$ cat src/refresh_ctl_pkg.sv
// constants, field layouts and carrier types for the refresh and dma wait block
// assumes a 16-bit register port with byte lanes, one clock domain
package refresh_ctl_pkg;

	localparam logic [31:0] OFS_DMA_WAIT  = 32'hffff8626;
	localparam logic [31:0] OFS_DRAM_AREA = 32'hffff862a;
	localparam logic [31:0] OFS_RTCS      = 32'hffff862c;
	localparam logic [31:0] OFS_RCOUNT    = 32'hffff8640;
	localparam logic [31:0] OFS_RCONST    = 32'hffff8642;
	localparam logic [31:0] OFS_IRQ_STAT  = 32'hffff8644;
	localparam logic [31:0] OFS_IRQ_MASK  = 32'hffff8646;

	localparam logic [15:0] RST_DMA_WAIT  = 16'h000f;
	localparam logic [15:0] RST_DRAM_AREA = 16'h0000;
	localparam logic [15:0] RST_RTCS      = 16'h0000;
	localparam logic [15:0] RST_COUNT     = 16'h0000;

	// writable bit masks; other bits read zero
	localparam logic [15:0] WMASK_DMA_WAIT  = 16'h003f;
	localparam logic [15:0] WMASK_DRAM_AREA = 16'hffb7;

	// refresh control/status field positions
	localparam int CMF_BIT  = 6;
	localparam int COMPARE_MATCH_IRQ_ENABLE_BIT = 5;
	localparam int CKS_LSB  = 2;
	localparam int REFRESH_ENABLE_BIT = 1;
	localparam int RMD_BIT  = 0;

	// dma wait field positions
	localparam int DDW_LSB = 4;
	localparam int DSW_LSB = 0;

	// dram access base length and wait threshold for external wait
	localparam logic [2:0] DRAM_BASE_CYCLES = 3'h2;
	localparam logic [1:0] DRAM_EXT_WAIT_MIN = 2'h2;

	// interrupt status bit positions
	localparam int EV_MATCH   = 0;
	localparam int EV_REFRESH = 1;
	localparam int EV_W       = 2;

	localparam int PRESC_W = 12;

	typedef struct packed {
		logic [2:0] dram_cycles;
		logic       dram_ext_wait_en;
		logic [3:0] cs_waits;
		logic       cs_ext_wait_en;
	} dma_wait_s;

	typedef struct packed {
		logic refresh_req;
		logic refresh_enable;
		logic self_refresh;
	} refresh_s;

endpackage

$ cat src/refresh_ctl.sv
// refresh timer, dma single-address wait settings and dram area control
// assumes a same-clock register master; the dram sequencer consumes refresh_req
//
// The implementer's own choice: the plain strobed port.
`timescale 1ns/1ns
`default_nettype none

module refresh_ctl
	import refresh_ctl_pkg::*;
(
	// clock and reset
	input  wire logic        sys_clk,
	input  wire logic        resetn,
	// register port
	input  wire logic [31:0] reg_addr,
	input  wire logic [15:0] reg_wdata,
	input  wire logic [1:0]  reg_byte_en,
	input  wire logic        reg_wr,
	input  wire logic        reg_rd,
	output logic      [15:0] reg_rdata,
	// dram and cs space side
	output dma_wait_s        dma_wait,
	output refresh_s         refresh,
	output logic      [15:0] dram_area,
	// interrupts
	output logic             cmi_req,
	output logic             irq
);

	logic [15:0]        dma_wait_r;
	logic [15:0]        dram_area_r;
	logic [6:0]         rtcs_r;
	logic [15:0]        count_r;
	logic [15:0]        const_r;
	logic               touched_r;
	logic               cmf_armed_r;
	logic               match_r;
	logic [PRESC_W-1:0] presc_r;
	logic [EV_W-1:0]    irq_stat_r;
	logic [EV_W-1:0]    irq_mask_r;
	logic [EV_W-1:0]    stat_clr;
	logic [EV_W-1:0]    stat_set;
	logic [15:0]        rdata_r;
	logic               refresh_req_r;

	logic        hit_wait;
	logic        hit_area;
	logic        hit_rtcs;
	logic        hit_cnt;
	logic        hit_const;
	logic        hit_stat;
	logic        hit_mask;
	logic        wr_wait;
	logic        wr_area;
	logic        wr_cnt;
	logic        wr_const;
	logic        wr_rtcs;
	logic        rd_rtcs;
	logic        wr_stat;
	logic        wr_mask;
	logic [1:0]  dram_field;
	logic [3:0]  cs_field;
	logic        tick;
	logic        match_now;
	logic        match_ev;
	logic [2:0]  cks;
	logic [11:0] div_mask;

	function automatic logic [15:0] lane_merge(input logic [15:0] old, input logic [15:0] nw,
		input logic [1:0] be, input logic [15:0] wmask);
		logic [15:0] m;
		m = {{8{be[1]}}, {8{be[0]}}} & wmask;
		return (old & ~m) | (nw & m);
	endfunction

	// lane 0 carries every state bit of the narrow registers
	function automatic logic lane0_hit(input logic strobe, input logic hit, input logic [1:0] be);
		return strobe && hit && be[0];
	endfunction

	// exact match on the full byte address
	always_comb begin
		hit_wait  = reg_addr == OFS_DMA_WAIT;
		hit_area  = reg_addr == OFS_DRAM_AREA;
		hit_rtcs  = reg_addr == OFS_RTCS;
		hit_cnt   = reg_addr == OFS_RCOUNT;
		hit_const = reg_addr == OFS_RCONST;
		hit_stat  = reg_addr == OFS_IRQ_STAT;
		hit_mask  = reg_addr == OFS_IRQ_MASK;
	end

	// qualified strobes, one per register action
	always_comb begin
		wr_wait  = reg_wr && hit_wait;
		wr_area  = reg_wr && hit_area;
		wr_cnt   = reg_wr && hit_cnt;
		wr_const = reg_wr && hit_const;
		wr_rtcs  = lane0_hit(reg_wr, hit_rtcs, reg_byte_en);
		rd_rtcs  = lane0_hit(reg_rd, hit_rtcs, reg_byte_en);
		wr_stat  = lane0_hit(reg_wr, hit_stat, reg_byte_en);
		wr_mask  = lane0_hit(reg_wr, hit_mask, reg_byte_en);
	end

	// prescaler divide masks, one less than the ratio
	always_comb begin
		cks = rtcs_r[CKS_LSB+:3];
		case (cks)
			3'h1:    div_mask = 12'h001;
			3'h2:    div_mask = 12'h007;
			3'h3:    div_mask = 12'h01f;
			3'h4:    div_mask = 12'h07f;
			3'h5:    div_mask = 12'h1ff;
			3'h6:    div_mask = 12'h7ff;
			3'h7:    div_mask = 12'hfff;
			default: div_mask = 12'h000;
		endcase
	end

	// phase is not realigned on a select change, so the first tick may come early
	always_comb begin
		tick = (cks != 3'h0) && ((presc_r & div_mask) == div_mask);
	end

	// match only counts once either side has been written or the counter has counted up
	// edge detect, so a match held over several cycles flags once
	always_comb begin
		match_now = touched_r && (count_r == const_r);
		match_ev  = match_now && !match_r;
	end

	// one free-running divider serves every ratio
	always_ff @(posedge sys_clk) begin
		if (!resetn)
			presc_r <= '0;
		else
			presc_r <= presc_r + 1'b1;
	end

	always_ff @(posedge sys_clk) begin
		if (!resetn)
			match_r <= 1'b0;
		else
			match_r <= match_now;
	end

	// counter: software write wins over count-up and match restart
	always_ff @(posedge sys_clk) begin
		if (!resetn)
			count_r <= RST_COUNT;
		else if (wr_cnt)
			count_r <= lane_merge(count_r, reg_wdata, reg_byte_en, 16'hffff);
		else if (match_ev && rtcs_r[REFRESH_ENABLE_BIT])
			count_r <= '0;
		else if (tick)
			count_r <= count_r + 1'b1;
	end

	// constant is plain storage, all sixteen bits writable
	always_ff @(posedge sys_clk) begin
		if (!resetn)
			const_r <= RST_COUNT;
		else if (wr_const)
			const_r <= lane_merge(const_r, reg_wdata, reg_byte_en, 16'hffff);
	end

	// a counter or constant write, or a count-up, leaves the reset state for good
	always_ff @(posedge sys_clk) begin
		if (!resetn)
			touched_r <= 1'b0;
		else if (wr_cnt || wr_const || tick)
			touched_r <= 1'b1;
	end

	always_ff @(posedge sys_clk) begin
		if (!resetn)
			refresh_req_r <= 1'b0;
		else
			// one pulse per match while refresh is enabled; the dram sequencer queues it
			refresh_req_r <= match_ev && rtcs_r[REFRESH_ENABLE_BIT];
	end

	// control/status: only the low byte holds state, bit 7 is never stored
	always_ff @(posedge sys_clk) begin
		if (!resetn) begin
			rtcs_r <= RST_RTCS[6:0];
		end else begin
			if (wr_rtcs) begin
				rtcs_r[5:0] <= reg_wdata[5:0];
				if (!reg_wdata[CMF_BIT] && cmf_armed_r)
					rtcs_r[CMF_BIT] <= 1'b0;
			end
			// a match in the clearing cycle still leaves the flag set
			if (match_ev)
				rtcs_r[CMF_BIT] <= 1'b1;
		end
	end

	// a read that saw the flag set arms one clearing write
	always_ff @(posedge sys_clk) begin
		if (!resetn)
			cmf_armed_r <= 1'b0;
		else if (wr_rtcs && !reg_wdata[CMF_BIT])
			cmf_armed_r <= 1'b0;
		else if (rd_rtcs && rtcs_r[CMF_BIT])
			cmf_armed_r <= 1'b1;
	end

	always_ff @(posedge sys_clk) begin
		if (!resetn)
			dma_wait_r <= RST_DMA_WAIT;
		else if (wr_wait)
			dma_wait_r <= lane_merge(dma_wait_r, reg_wdata, reg_byte_en, WMASK_DMA_WAIT);
	end

	// read-only bits of the area register stay zero
	always_ff @(posedge sys_clk) begin
		if (!resetn)
			dram_area_r <= RST_DRAM_AREA;
		else if (wr_area)
			dram_area_r <= lane_merge(dram_area_r, reg_wdata, reg_byte_en, WMASK_DRAM_AREA);
	end

	// sticky status, write one to clear, set wins
	always_comb begin
		stat_clr = wr_stat ? reg_wdata[EV_W-1:0] : '0;
		stat_set = {refresh_req_r, match_ev};
	end

	always_ff @(posedge sys_clk) begin
		if (!resetn)
			irq_stat_r <= '0;
		else
			irq_stat_r <= (irq_stat_r & ~stat_clr) | stat_set;
	end

	always_ff @(posedge sys_clk) begin
		if (!resetn)
			irq_mask_r <= '0;
		else if (wr_mask)
			irq_mask_r <= reg_wdata[EV_W-1:0];
	end

	// read data stands one cycle; unmapped reads return zero
	// byte reads get the whole word; the master picks its lane
	always_ff @(posedge sys_clk) begin
		if (!resetn) begin
			rdata_r <= '0;
		end else if (reg_rd) begin
			case (1'b1)
				hit_wait:  rdata_r <= dma_wait_r;
				hit_area:  rdata_r <= dram_area_r;
				hit_rtcs:  rdata_r <= {9'h000, rtcs_r};
				hit_cnt:   rdata_r <= count_r;
				hit_const: rdata_r <= const_r;
				hit_stat:  rdata_r <= {{(16-EV_W){1'b0}}, irq_stat_r};
				hit_mask:  rdata_r <= {{(16-EV_W){1'b0}}, irq_mask_r};
				default:   rdata_r <= '0;
			endcase
		end else begin
			rdata_r <= '0;
		end
	end

	always_comb begin
		dram_field = dma_wait_r[DDW_LSB+:2];
		cs_field   = dma_wait_r[DSW_LSB+:4];
	end

	// decoded wait settings for the single-address dma sequencer
	// the wait pin itself is sampled by the sequencer, not here
	always_comb begin
		dma_wait.dram_cycles      = DRAM_BASE_CYCLES + {1'b0, dram_field};
		dma_wait.dram_ext_wait_en = dram_field >= DRAM_EXT_WAIT_MIN;
		dma_wait.cs_waits         = cs_field;
		dma_wait.cs_ext_wait_en   = cs_field != 4'h0;
	end

	// refresh mode and enable go straight to the dram sequencer
	always_comb begin
		refresh.refresh_req    = refresh_req_r;
		refresh.refresh_enable = rtcs_r[REFRESH_ENABLE_BIT];
		refresh.self_refresh   = rtcs_r[RMD_BIT];
	end

	// outputs straight from state or its decode
	assign reg_rdata = rdata_r;
	assign dram_area = dram_area_r;
	assign cmi_req   = rtcs_r[CMF_BIT] && rtcs_r[COMPARE_MATCH_IRQ_ENABLE_BIT];
	assign irq       = |(irq_stat_r & irq_mask_r);

endmodule

`default_nettype wire

$ cat config.mk
export PLATFORM = sky130hd
export DESIGN_NAME = refresh_ctl
export DESIGN_NICKNAME = d
export VERILOG_FILES = /design/src/refresh_ctl_pkg.sv /design/src/refresh_ctl.sv
export SDC_FILE = /design/constraint.sdc
export NUM_CORES = 1
export LEC_CHECK = 0
export BUFFER_PORTS_ARGS = -buffer_cell sky130_fd_sc_hd__clkbuf_2
export CAP_MARGIN = 20
export CORE_ASPECT_RATIO = 1.2
export CORE_MARGIN = 1.5
export CORE_UTILIZATION = 51
export DETAILED_ROUTE_END_ITERATION = 6
export PLACE_DENSITY = 0.85
export SYNTH_ARGS = -nofsm -noshare
export SYNTH_HDL_FRONTEND = slang
export SYNTH_SLANG_ARGS = --single-unit
$ cat constraint.sdc
create_clock -name sys_clk -period 2.6 [get_ports sys_clk]
set_input_delay 0.13 -clock sys_clk [delete_from_list [all_inputs] [get_ports sys_clk]]
set_output_delay 0.13 -clock sys_clk [all_outputs]
set_load 0.005 [all_outputs]
After elaboration in Yosys (flattened, before gate mapping)
Cells that the tools add are included.
{"block": "op_classes", "addsub": 3, "mul": 0, "n_div": 0, "magnitude_cmp": 1, "eq_ne": 16, "shifts": 0, "n_mux": 15, "bitwise_logic": 20, "n_reduce_logical": 33}
{"cell": "32-bit == test, second input constant", "n": 7}
{"cell": "16-bit 2-to-1 mux", "n": 8}
{"cell": "16-bit bitwise AND", "n": 6}
{"cell": "12-bit case mux with 7 select lines", "n": 1}
{"cell": "16-bit bitwise OR", "n": 4}
{"cell": "16-bit inverter", "n": 2}
{"cell": "1-bit logical AND", "n": 20}
{"cell": "16-bit by 1-bit adder with 16-bit output, second input constant", "n": 1}
{"cell": "16-bit by 6-bit bitwise AND with 16-bit output", "n": 1}
{"cell": "16-bit == test", "n": 1}
{"cell": "6-bit inverter with 16-bit output", "n": 1}
{"cell": "12-bit by 1-bit adder with 12-bit output, second input constant", "n": 1}
{"cell": "12-bit bitwise AND", "n": 1}
{"cell": "12-bit == test", "n": 1}
{"cell": "3-bit == test, second input constant", "n": 4}
{"cell": "7-bit 2-to-1 mux", "n": 1}
{"cell": "3-bit by 2-bit == test with 1-bit output, second input constant", "n": 2}
{"cell": "2-bit 2-to-1 mux", "n": 3}
{"cell": "3-bit nonzero test", "n": 2}
{"cell": "2-bit bitwise AND", "n": 2}
{"cell": "2-bit AND reduction", "n": 2}
{"cell": "2-bit nonzero test", "n": 2}
{"cell": "4-bit nonzero test", "n": 1}
{"cell": "2-bit OR reduction", "n": 2}
{"cell": "9 further kinds", "n": 12}
{"block": "word_totals", "reg_bits": 107, "latchBits": 0, "mem_bits_rw": 0, "mem_bits_ro": 0, "input_bits": 54, "output_inout_bits": 46, "wordCells": 102, "mem_count": 0}

Logic depth before layout (Yosys ltp)
Gate-level depths: netlist of the first run.
{"block": "depth", "depth_word": 8, "depth_mapped": 9, "ltp_nobuf": 8}

Worst setup path before layout of the first run
OpenSTA, ideal clock, no wires.
{"block": "synth_timing", "path_kind": "register -> register", "from": "reg (tool-made name)", "to": "reg (tool-made name)", "t_arrival_ns": 2.037, "path_slack_ns": 0.432, "path_stages_with_launch": 10, "cell_sequence": "dfxtp_1 -> clkbuf_1 -> xnor2_1 -> nand4_1 -> or3_1 -> o32ai_2 -> buf_4 -> o22ai_4 -> a211oi_1 -> nor3_1"}

==> results.json, run 1 <==
{
  "outcome": "completed",
  "slew_headroom_pct": 63.1,
  "switching_share_pct": 24.6,
  "synth-seq-cells": 95,
  "whs_ns": 0.0174,
  "crit_type": "flip-flop to flip-flop",
  "drcViolationCount": 0,
  "reg2reg_depth": 9,
  "clock.fmax_mhz": 425,
  "finalNonFillerCells": 793,
  "arrival_ns": 2.61,
  "grt_pass1_wl_microns": 22300,
  "cts_buffers": 9,
  "layout_common_cells": "97 x clkbuf_2, 95 x dfxtp_1, 70 x nand2_1, 69 x nor2_1, 47 x a21oi_1",
  "maxCapViolations": 0,
  "wl_microns": 13900,
  "min_path_cells": 3,
  "clk_pin_slew_ns": 0.09,
  "slew_violations": 0,
  "first_iter_violations": 507,
  "cts_tree": "built",
  "numPortBuffers": 97,
  "gr-usage-all-layers_pct": 28.9,
  "via_per_inst": 5.94,
  "fp.dieH_microns": 108,
  "switchingPower_w": 0.000637,
  "crit_path_end_kind": "flip-flop",
  "ys_seq_area_share_pct": 40.3,
  "period_share_pct": 90.4,
  "combPwrFrac_pct": 5.3,
  "syn_inst": 560,
  "antenna_found_initial": 0,
  "synth_edf_count": 0,
  "dieArea_sq_um": 9850,
  "hold_buffers": 0,
  "avgRoutedWirePerCell_microns": 17.5,
  "final-hold-violation-count": 0,
  "synthesis.area_sq_um": 4720,
  "core_area_sq_um": 9030,
  "place_congestion": 0.959,
  "power_w": 0.00259,
  "worstSkewPairLatency_ns": 0.38,
  "antenna_cells": 0,
  "dr.pass1.iters": 5,
  "cts_setup_buffers": 0,
  "seqPwrFrac_pct": 56.4,
  "ios": 100,
  "fin_skew_ns": 0.00722,
  "cp-start-kind": "flip-flop",
  "fp.dieW_microns": 90.9,
  "final_area_sq_um": 5650,
  "pwr-share-clk_pct": 38.3,
  "intPower_w": 0.00196,
  "synthFlopType": "dfxtp_1",
  "antenna_left": 0,
  "cts_buffer_depth": 2,
  "cts.sinks": 95,
  "syn_avg_cell_area_sq_um": 8.44,
  "setup_tns_ns": 0,
  "place_area_sq_um": 5450,
  "cts_max_level": 3,
  "hp-start": "reg_wdata[13]",
  "grt_pass1_vias": 4710,
  "initial_core_util_pct": 52.3,
  "place_hpwl_microns": 10200,
  "synth_cell_type_count": 65,
  "rsz0062_at_grt": "false",
  "rrSetupSlack_ns": 0.25,
  "area_delta_synth_final_pct": 19.5,
  "yosysWarnings": 0,
  "hold_path.class": "primary input to flip-flop",
  "peakVddDrop_mv": 0.417,
  "p_per_area_nw_per_um2": 460,
  "gr-total-overflow": 0,
  "vias": 4713,
  "post_cts_resize_count": 0,
  "leakage_nw": 2.32,
  "grt_max_degree": 34,
  "setup_violations": 0,
  "async_reset_ff_share_pct": 0,
  "required_ns": 2.86,
  "final_nets": 724,
  "finalCriticalPeriod_ns": 2.35,
  "row_count": 38,
  "drive_above_1_share_pct": 23.8,
  "tightest_slew_ns": 0.539,
  "layout_commonest_cell": "clkbuf_2",
  "dp.cells": 777,
  "critPathMaxFanout": 9,
  "clockRootBuffer": "clkbuf_8"
}
==> through the flow <==
step                utilization (%)  setup WS (ns)
floorplan                         -          0.432
global placement               60.3          0.207
detailed placement             60.3          0.140
CTS                            62.5          0.265
global route                   62.5          0.106
finish                         62.5          0.248
==> logic make-up (layout without fill, tap and decap cells) <==
| family | after synthesis | in the layout | share of synthesized area (%) |
|---|---|---|---|
| and+or+nand+nor | 253 | 253 | 27.1 |
| AOI/OAI and AO/OA | 109 | 109 | 15.9 |
| DFF | 95 | 95 | 40.3 |
| buffers and inverters | 39 | 151 | 3.95 |
| muxes | 32 | 32 | 6.78 |
| xor gates and xnor gates | 29 | 29 | 5.38 |
| adders and majority gates | 2 | 2 | 0.530 |
| other | 1 | 2 | 0.0794 |
==> worst min path at each step <==
stage                      endpoint  slack, ns
after global placement    flip-flop       0.39
after global routing      flip-flop       0.02
after detailed placement  flip-flop       0.41
after floorplan           flip-flop       0.26
final                     flip-flop       0.02
after CTS                 flip-flop      0.008
==> per-layer routing <==
layer  wire, microns  vias up  global-route usage (%)
met3             935       48                    4.92
met1            5330     2223                    31.9
met2            7100      209                    53.6
li1                -     2233                       -
met4             501        0                    14.2
met5               0        -                       0
==> final cells by class <==
| class | count | area, sq um |
|---|---|---|
| clock inverter | 6 | 68.8 |
| tap | 120 | 150 |
| fill | 822 | 3390 |
| sequential | 95 | 1900 |
| clock buffer | 10 | 128 |
| inverter | 7 | 26.3 |
| multi-input combinational | 427 | 2640 |
| timing repair buffer | 128 | 731 |
==> cell usage after synthesis, types with 6 or more instances <==
| cell | instances | area, sq um |
|---|---|---|
| dfxtp_1 | 95 | 1900 |
| buf_4 | 7 | 52.6 |
| inv_1 | 7 | 26.3 |
| clkbuf_1 | 15 | 56.3 |
| a21oi_1 | 47 | 235 |
| and3_1 | 8 | 50.1 |
| nor2_1 | 69 | 259 |
| nor4_1 | 6 | 37.5 |
| nand3_1 | 24 | 120 |
| a222oi_1 | 14 | 140 |
| nand2_1 | 70 | 263 |
| xnor2_1 | 14 | 123 |
| xor2_1 | 15 | 131 |
| nand4_1 | 15 | 93.8 |
| nor3_1 | 15 | 75.1 |
| mux2i_1 | 32 | 320 |
| or3_1 | 9 | 56.3 |
| o21ai_0 | 9 | 45.0 |
==> power groups by stage <==
stage / Sequential (W) / Combinational [W] / Clock, W
floorplan: 0.00149 / 0.0000609 / 0
finish: 0.00146 / 0.000138 / 0.000994
global route: 0.00146 / 0.000148 / 0.00106
detailed placement: 0.00150 / 0.000135 / 0
CTS: 0.00146 / 0.000136 / 0.00101
global placement: 0.00150 / 0.000132 / 0
==> critical path, cell delays in order, from the launching register on <==
cell     delay [ns]
dfxtp_1        0.34
xor2_1         0.19
nor4_1         0.48
nand2_1        0.22
o32ai_2        0.29
buf_4          0.19
buf_4          0.19
nor3_1         0.06
o21ai_0        0.18
a21oi_1        0.09
No activity file was read; power rests on OpenSTA's default activity.
==> inputs of run 2 (changes only) <==
CORE_MARGIN = 5   (was 1.5)
clock period = 2.7 ns   (was 2.6 ns; I/O delays follow)
==> results.json, run 2 (synthesis results as in run 1) <==
{
  "outcome": "complete, but fails checks",
  "violations": "hold timing",
  "core_area_sq_um": 9030,
  "crit_type": "flip-flop to flip-flop",
  "dr.pass1.iters": 5,
  "grt_max_degree": 63,
  "clock.fmax_mhz": 393,
  "critPathMaxFanout": 12,
  "fp.dieW_microns": 97.9,
  "vias": 4659,
  "gr-total-overflow": 0,
  "first_iter_violations": 408,
  "critPathMaxStageDelay_ns": 0.57,
  "setup_tns_ns": 0,
  "hold_buffers": 0,
  "drive_above_1_share_pct": 23.4,
  "dieArea_sq_um": 11300,
  "cts_setup_buffers": 0,
  "layout_commonest_cell": "clkbuf_2",
  "cts_max_level": 3,
  "path_buf_inv": 1,
  "leakage_nw": 2.28,
  "peakVddDrop_mv": 0.378,
  "cp-start-kind": "flip-flop",
  "finalCriticalPeriod_ns": 2.55,
  "maxCapViolations": 0,
  "rsz0062_at_grt": "false",
  "slew_violations": 0,
  "grt_pass1_vias": 4564,
  "path_delay_family": "simple AND/OR/NAND/NOR gates",
  "ios": 100,
  "drcViolationCount": 0,
  "cts.sinks": 95,
  "power_w": 0.00245,
  "fp.dieH_microns": 115,
  "crit_path_end_kind": "flip-flop",
  "place_ws_ns": 0.183,
  "n_fill_cell": 800,
  "gr-usage-all-layers_pct": 24.1,
  "place_congestion": 0.945,
  "layout_common_cells": "97 x clkbuf_2, 95 x dfxtp_1, 70 x nand2_1, 69 x nor2_1, 47 x a21oi_1",
  "tightest_slew_ns": 0.688,
  "slew_headroom_pct": 54.2,
  "cts_tree": "built",
  "setup_violations": 0,
  "final-hold-violation-count": 1,
  "antenna_cells": 0,
  "required_ns": 3.01,
  "area_delta_synth_final_pct": 18.3,
  "layout_setup_ws_ns": 0.153,
  "cts_buffer_depth": 2,
  "antenna_left": 0,
  "crit_chain": "xor2_1 > nor4_1 > nand2_1 > o32ai_2 > buf_4 > o22a_4 > a21oi_1 > nor4_1",
  "place_hpwl_microns": 10200,
  "initial_core_util_pct": 52.3,
  "wl_microns": 13900,
  "whs_ns": -0.00104,
  "via_per_inst": 5.91,
  "avgRoutedWirePerCell_microns": 17.6,
  "cts_buffers": 9,
  "post_cts_resize_count": 0,
  "antenna_found_initial": 0,
  "fin_skew_ns": 0.0158,
  "worstSkewPairLatency_ns": 0.39,
  "p_per_area_nw_per_um2": 439,
  "slowest_stage": "nor4_1",
  "final_nets": 719,
  "grt_pass1_wl_microns": 21900,
  "row_count": 38,
  "clk_pin_slew_ns": 0.10,
  "cp_common_cell": "nor4_1",
  "hold_path.class": "primary input to flip-flop",
  "fin_util_pct": 61.9,
  "period_share_pct": 94.3,
  "clockRootBuffer": "clkbuf_8",
  "numPortBuffers": 97,
  "arrival_ns": 2.86
}
[run 2: metrics by stage]
stage               instance area (sq um)  instances
floorplan                            4730        561
global placement                     5400        772
detailed placement                   5400        772
CTS                                  5590        788
global route                         5590        788
finish                               5590        788
[run 2: metal layers]
metal | routed length, microns | global-route usage [%] | vias to the layer above
li1 | - | - | 2217
met1 | 5480 | 27.9 | 2202
met2 | 7020 | 43.4 | 200
met3 | 909 | 3.85 | 40
met4 | 484 | 11.7 | 0
met5 | 0 | 0 | -
[run 2: area by class of cell]
class	count	area [sq um]	share of cell area [%]
tap	120	150	2.69
sequential	95	1900	34.0
inverter	7	26.3	0.470
clock buffer	9	124	2.22
timing repair buffer	123	681	12.2
multi-input combinational	427	2640	47.2
clock inverter	7	67.6	1.21
[run 2: worst register-to-register path, delay by kind of cell, from the launching register on]
kind	cells	cell delay, ns
XOR/XNOR	1	0.11
buffers and inverters	1	0.26
AO/OA/AOI/OAI	3	0.63
flip-flops	1	0.49
AND/OR/NAND/NOR	3	0.99
[run 2: worst paths after layout]
kind / startpoint / slack (ns) / cells past startpoint / endpoint
max: flip-flop / 0.15 / 8 / flip-flop
min: reg_wdata[7] / -0.001 / 3 / flip-flop
max reg2reg: flip-flop / 0.15 / 8 / flip-flop
min reg2reg: cmf_armed_r / 0.47 / 2 / cmf_armed_r
[run 2: power breakdown]
group	internal [W]	leakage (nW)	switching, W
combinational	0.0000469	1.43	0.0000856
sequential	0.00140	0.766	0.00000489
clock	0.000353	0.0867	0.000558
==> inputs of run 3 (changes only) <==
CORE_MARGIN = unset   (was 5)
PLACE_DENSITY = 0.75   (was 0.85)
==> results.json, run 3 (synthesis results as in run 1) <==
{
  "row_count": 38,
  "drive_above_1_share_pct": 22.7,
  "tightest_slew_ns": 0.557,
  "gr-usage-all-layers_pct": 27.3,
  "grt_pass1_vias": 4405,
  "antenna_left": 0,
  "switchingPower_w": 0.000608,
  "cts_buffers": 9,
  "switching_share_pct": 24.1,
  "layout_commonest_cell": "clkbuf_2",
  "final_nets": 715,
  "avgRoutedWirePerCell_microns": 16.5,
  "rrSetupSlack_ns": 0.23,
  "antenna_found_initial": 0,
  "whs_ns": 0.0105,
  "rsz0062_at_grt": "false",
  "area_delta_synth_final_pct": 18.0,
  "place_hpwl_microns": 9380,
  "slew_headroom_pct": 61.9,
  "crit_path_end_kind": "flip-flop",
  "critPathMaxFanout": 12,
  "dieArea_sq_um": 9650,
  "cts_buffer_depth": 2,
  "dr.pass1.iters": 6,
  "via_per_inst": 5.91,
  "vias": 4634,
  "busiest_layer": "met2",
  "gr-total-overflow": 0,
  "cts.sinks": 95,
  "pwr-share-clk_pct": 38.9,
  "fin_skew_ns": 0.0133,
  "grt_use_met2_pct": 47.4,
  "initial_core_util_pct": 52.3,
  "finalCriticalPeriod_ns": 2.47,
  "power_w": 0.00252,
  "p_per_area_nw_per_um2": 452,
  "cts_max_level": 3,
  "intPower_w": 0.00191,
  "drcViolationCount": 0,
  "hold_path.class": "primary input to flip-flop",
  "combPwrFrac_pct": 5.2,
  "fp.dieH_microns": 107,
  "slew_violations": 0,
  "cts_setup_buffers": 0,
  "grt_max_degree": 47,
  "setup_tns_ns": 0,
  "reg2reg_depth": 8,
  "worstSkewPairLatency_ns": 0.37,
  "grt_pass1_wl_microns": 21000,
  "numPortBuffers": 97,
  "cp-start-kind": "flip-flop",
  "peakVddDrop_mv": 0.339,
  "core_area_sq_um": 9030,
  "cts_tree": "built",
  "finalNonFillerCells": 784,
  "crit_type": "flip-flop to flip-flop",
  "leakage_nw": 2.28,
  "antenna_cells": 0,
  "setup_violations": 0,
  "dp.cells": 768,
  "clk_pin_slew_ns": 0.10,
  "min_path_cells": 3,
  "period_share_pct": 91.6,
  "place_congestion": 0.930,
  "post_cts_resize_count": 0,
  "hold_buffers": 0,
  "grtUsageMet3_pct": 3.25,
  "clockRootBuffer": "clkbuf_8",
  "required_ns": 2.99,
  "fp.dieW_microns": 89.9,
  "wl_microns": 13000,
  "arrival_ns": 2.76,
  "first_iter_violations": 360,
  "grt_util_met1_pct": 33.1,
  "seqPwrFrac_pct": 55.8,
  "layout_common_cells": "97 x clkbuf_2, 95 x dfxtp_1, 70 x nand2_1, 69 x nor2_1, 47 x a21oi_1",
  "clock.fmax_mhz": 404,
  "ios": 100,
  "outcome": "completed",
  "maxCapViolations": 0,
  "final-hold-violation-count": 0
}
==> run 3: cell types whose count changed in the layout (fill, tap and decap cells not counted), sizes merged <==
cell,delta
clkinvlp,-2
clkbuf,+2
buf,-4
inv,-1
bufinv,+1
==> run 3: critical path, cell delays in order, from the launching register on <==
cell and delay [ns]:
dfxtp_1 0.51, xor2_1 0.16, nor4_1 0.38, nand2_1 0.20, o32ai_2 0.28, buf_4 0.25, o22a_4 0.25, a21oi_1 0.08
nor4_1 0.26
==> run 3: layout make-up <==
cell class	instances	area, sq um
well taps	120	150
flip-flops and latches	95	1900
clock buffers	11	141
repair buffers	119	651
fillers	841	3460
inverters	7	26.3
clock inverters	5	66.3
multi-input cells	427	2640
==> run 3: worst min-delay path by stage <==
| stage | startpoint | to | slack [ns] |
|---|---|---|---|
| 4_1_cts | reg_wdata[9] | flip-flop | 0.001 |
| 3_3_place_gp | reg_wdata[13] | flip-flop | 0.40 |
| 3_5_place_dp | reg_wdata[13] | flip-flop | 0.41 |
| 5_1_grt | reg_wdata[9] | flip-flop | 0.02 |
| 6_report | reg_wdata[13] | flip-flop | 0.01 |
| 2_1_floorplan | reg_wdata[0] | flip-flop | 0.26 |
==> run 3: power groups by stage <==
| stage | Combinational, W | Clock (W) | Sequential [W] |
|---|---|---|---|
| after floorplan | 0.0000587 | 0 | 0.00144 |
| after global routing | 0.000143 | 0.00105 | 0.00141 |
| after global placement | 0.000126 | 0 | 0.00144 |
| final | 0.000131 | 0.000982 | 0.00141 |
| after detailed placement | 0.000129 | 0 | 0.00144 |
| after CTS | 0.000130 | 0.000996 | 0.00141 |
==> run 3: per-layer routing <==
layer	wire [microns]	vias to the layer above	part of all wire (%)
met4	403	0	3.1
met5	0	-	0
met3	809	39	6.2
met2	6320	194	49
met1	5420	2191	42
li1	-	2210	-
==> run 3: through the flow <==
| step | setup slack [ns] | utilization, % | area [sq um] |
|---|---|---|---|
| after global routing | 0.0757 | 61.7 | 5580 |
| after floorplan | 0.532 | - | 4730 |
| after global placement | 0.262 | 59.4 | 5370 |
| after detailed placement | 0.185 | 59.4 | 5370 |
| after CTS | 0.256 | 61.7 | 5580 |
| final | 0.227 | 61.7 | 5580 |
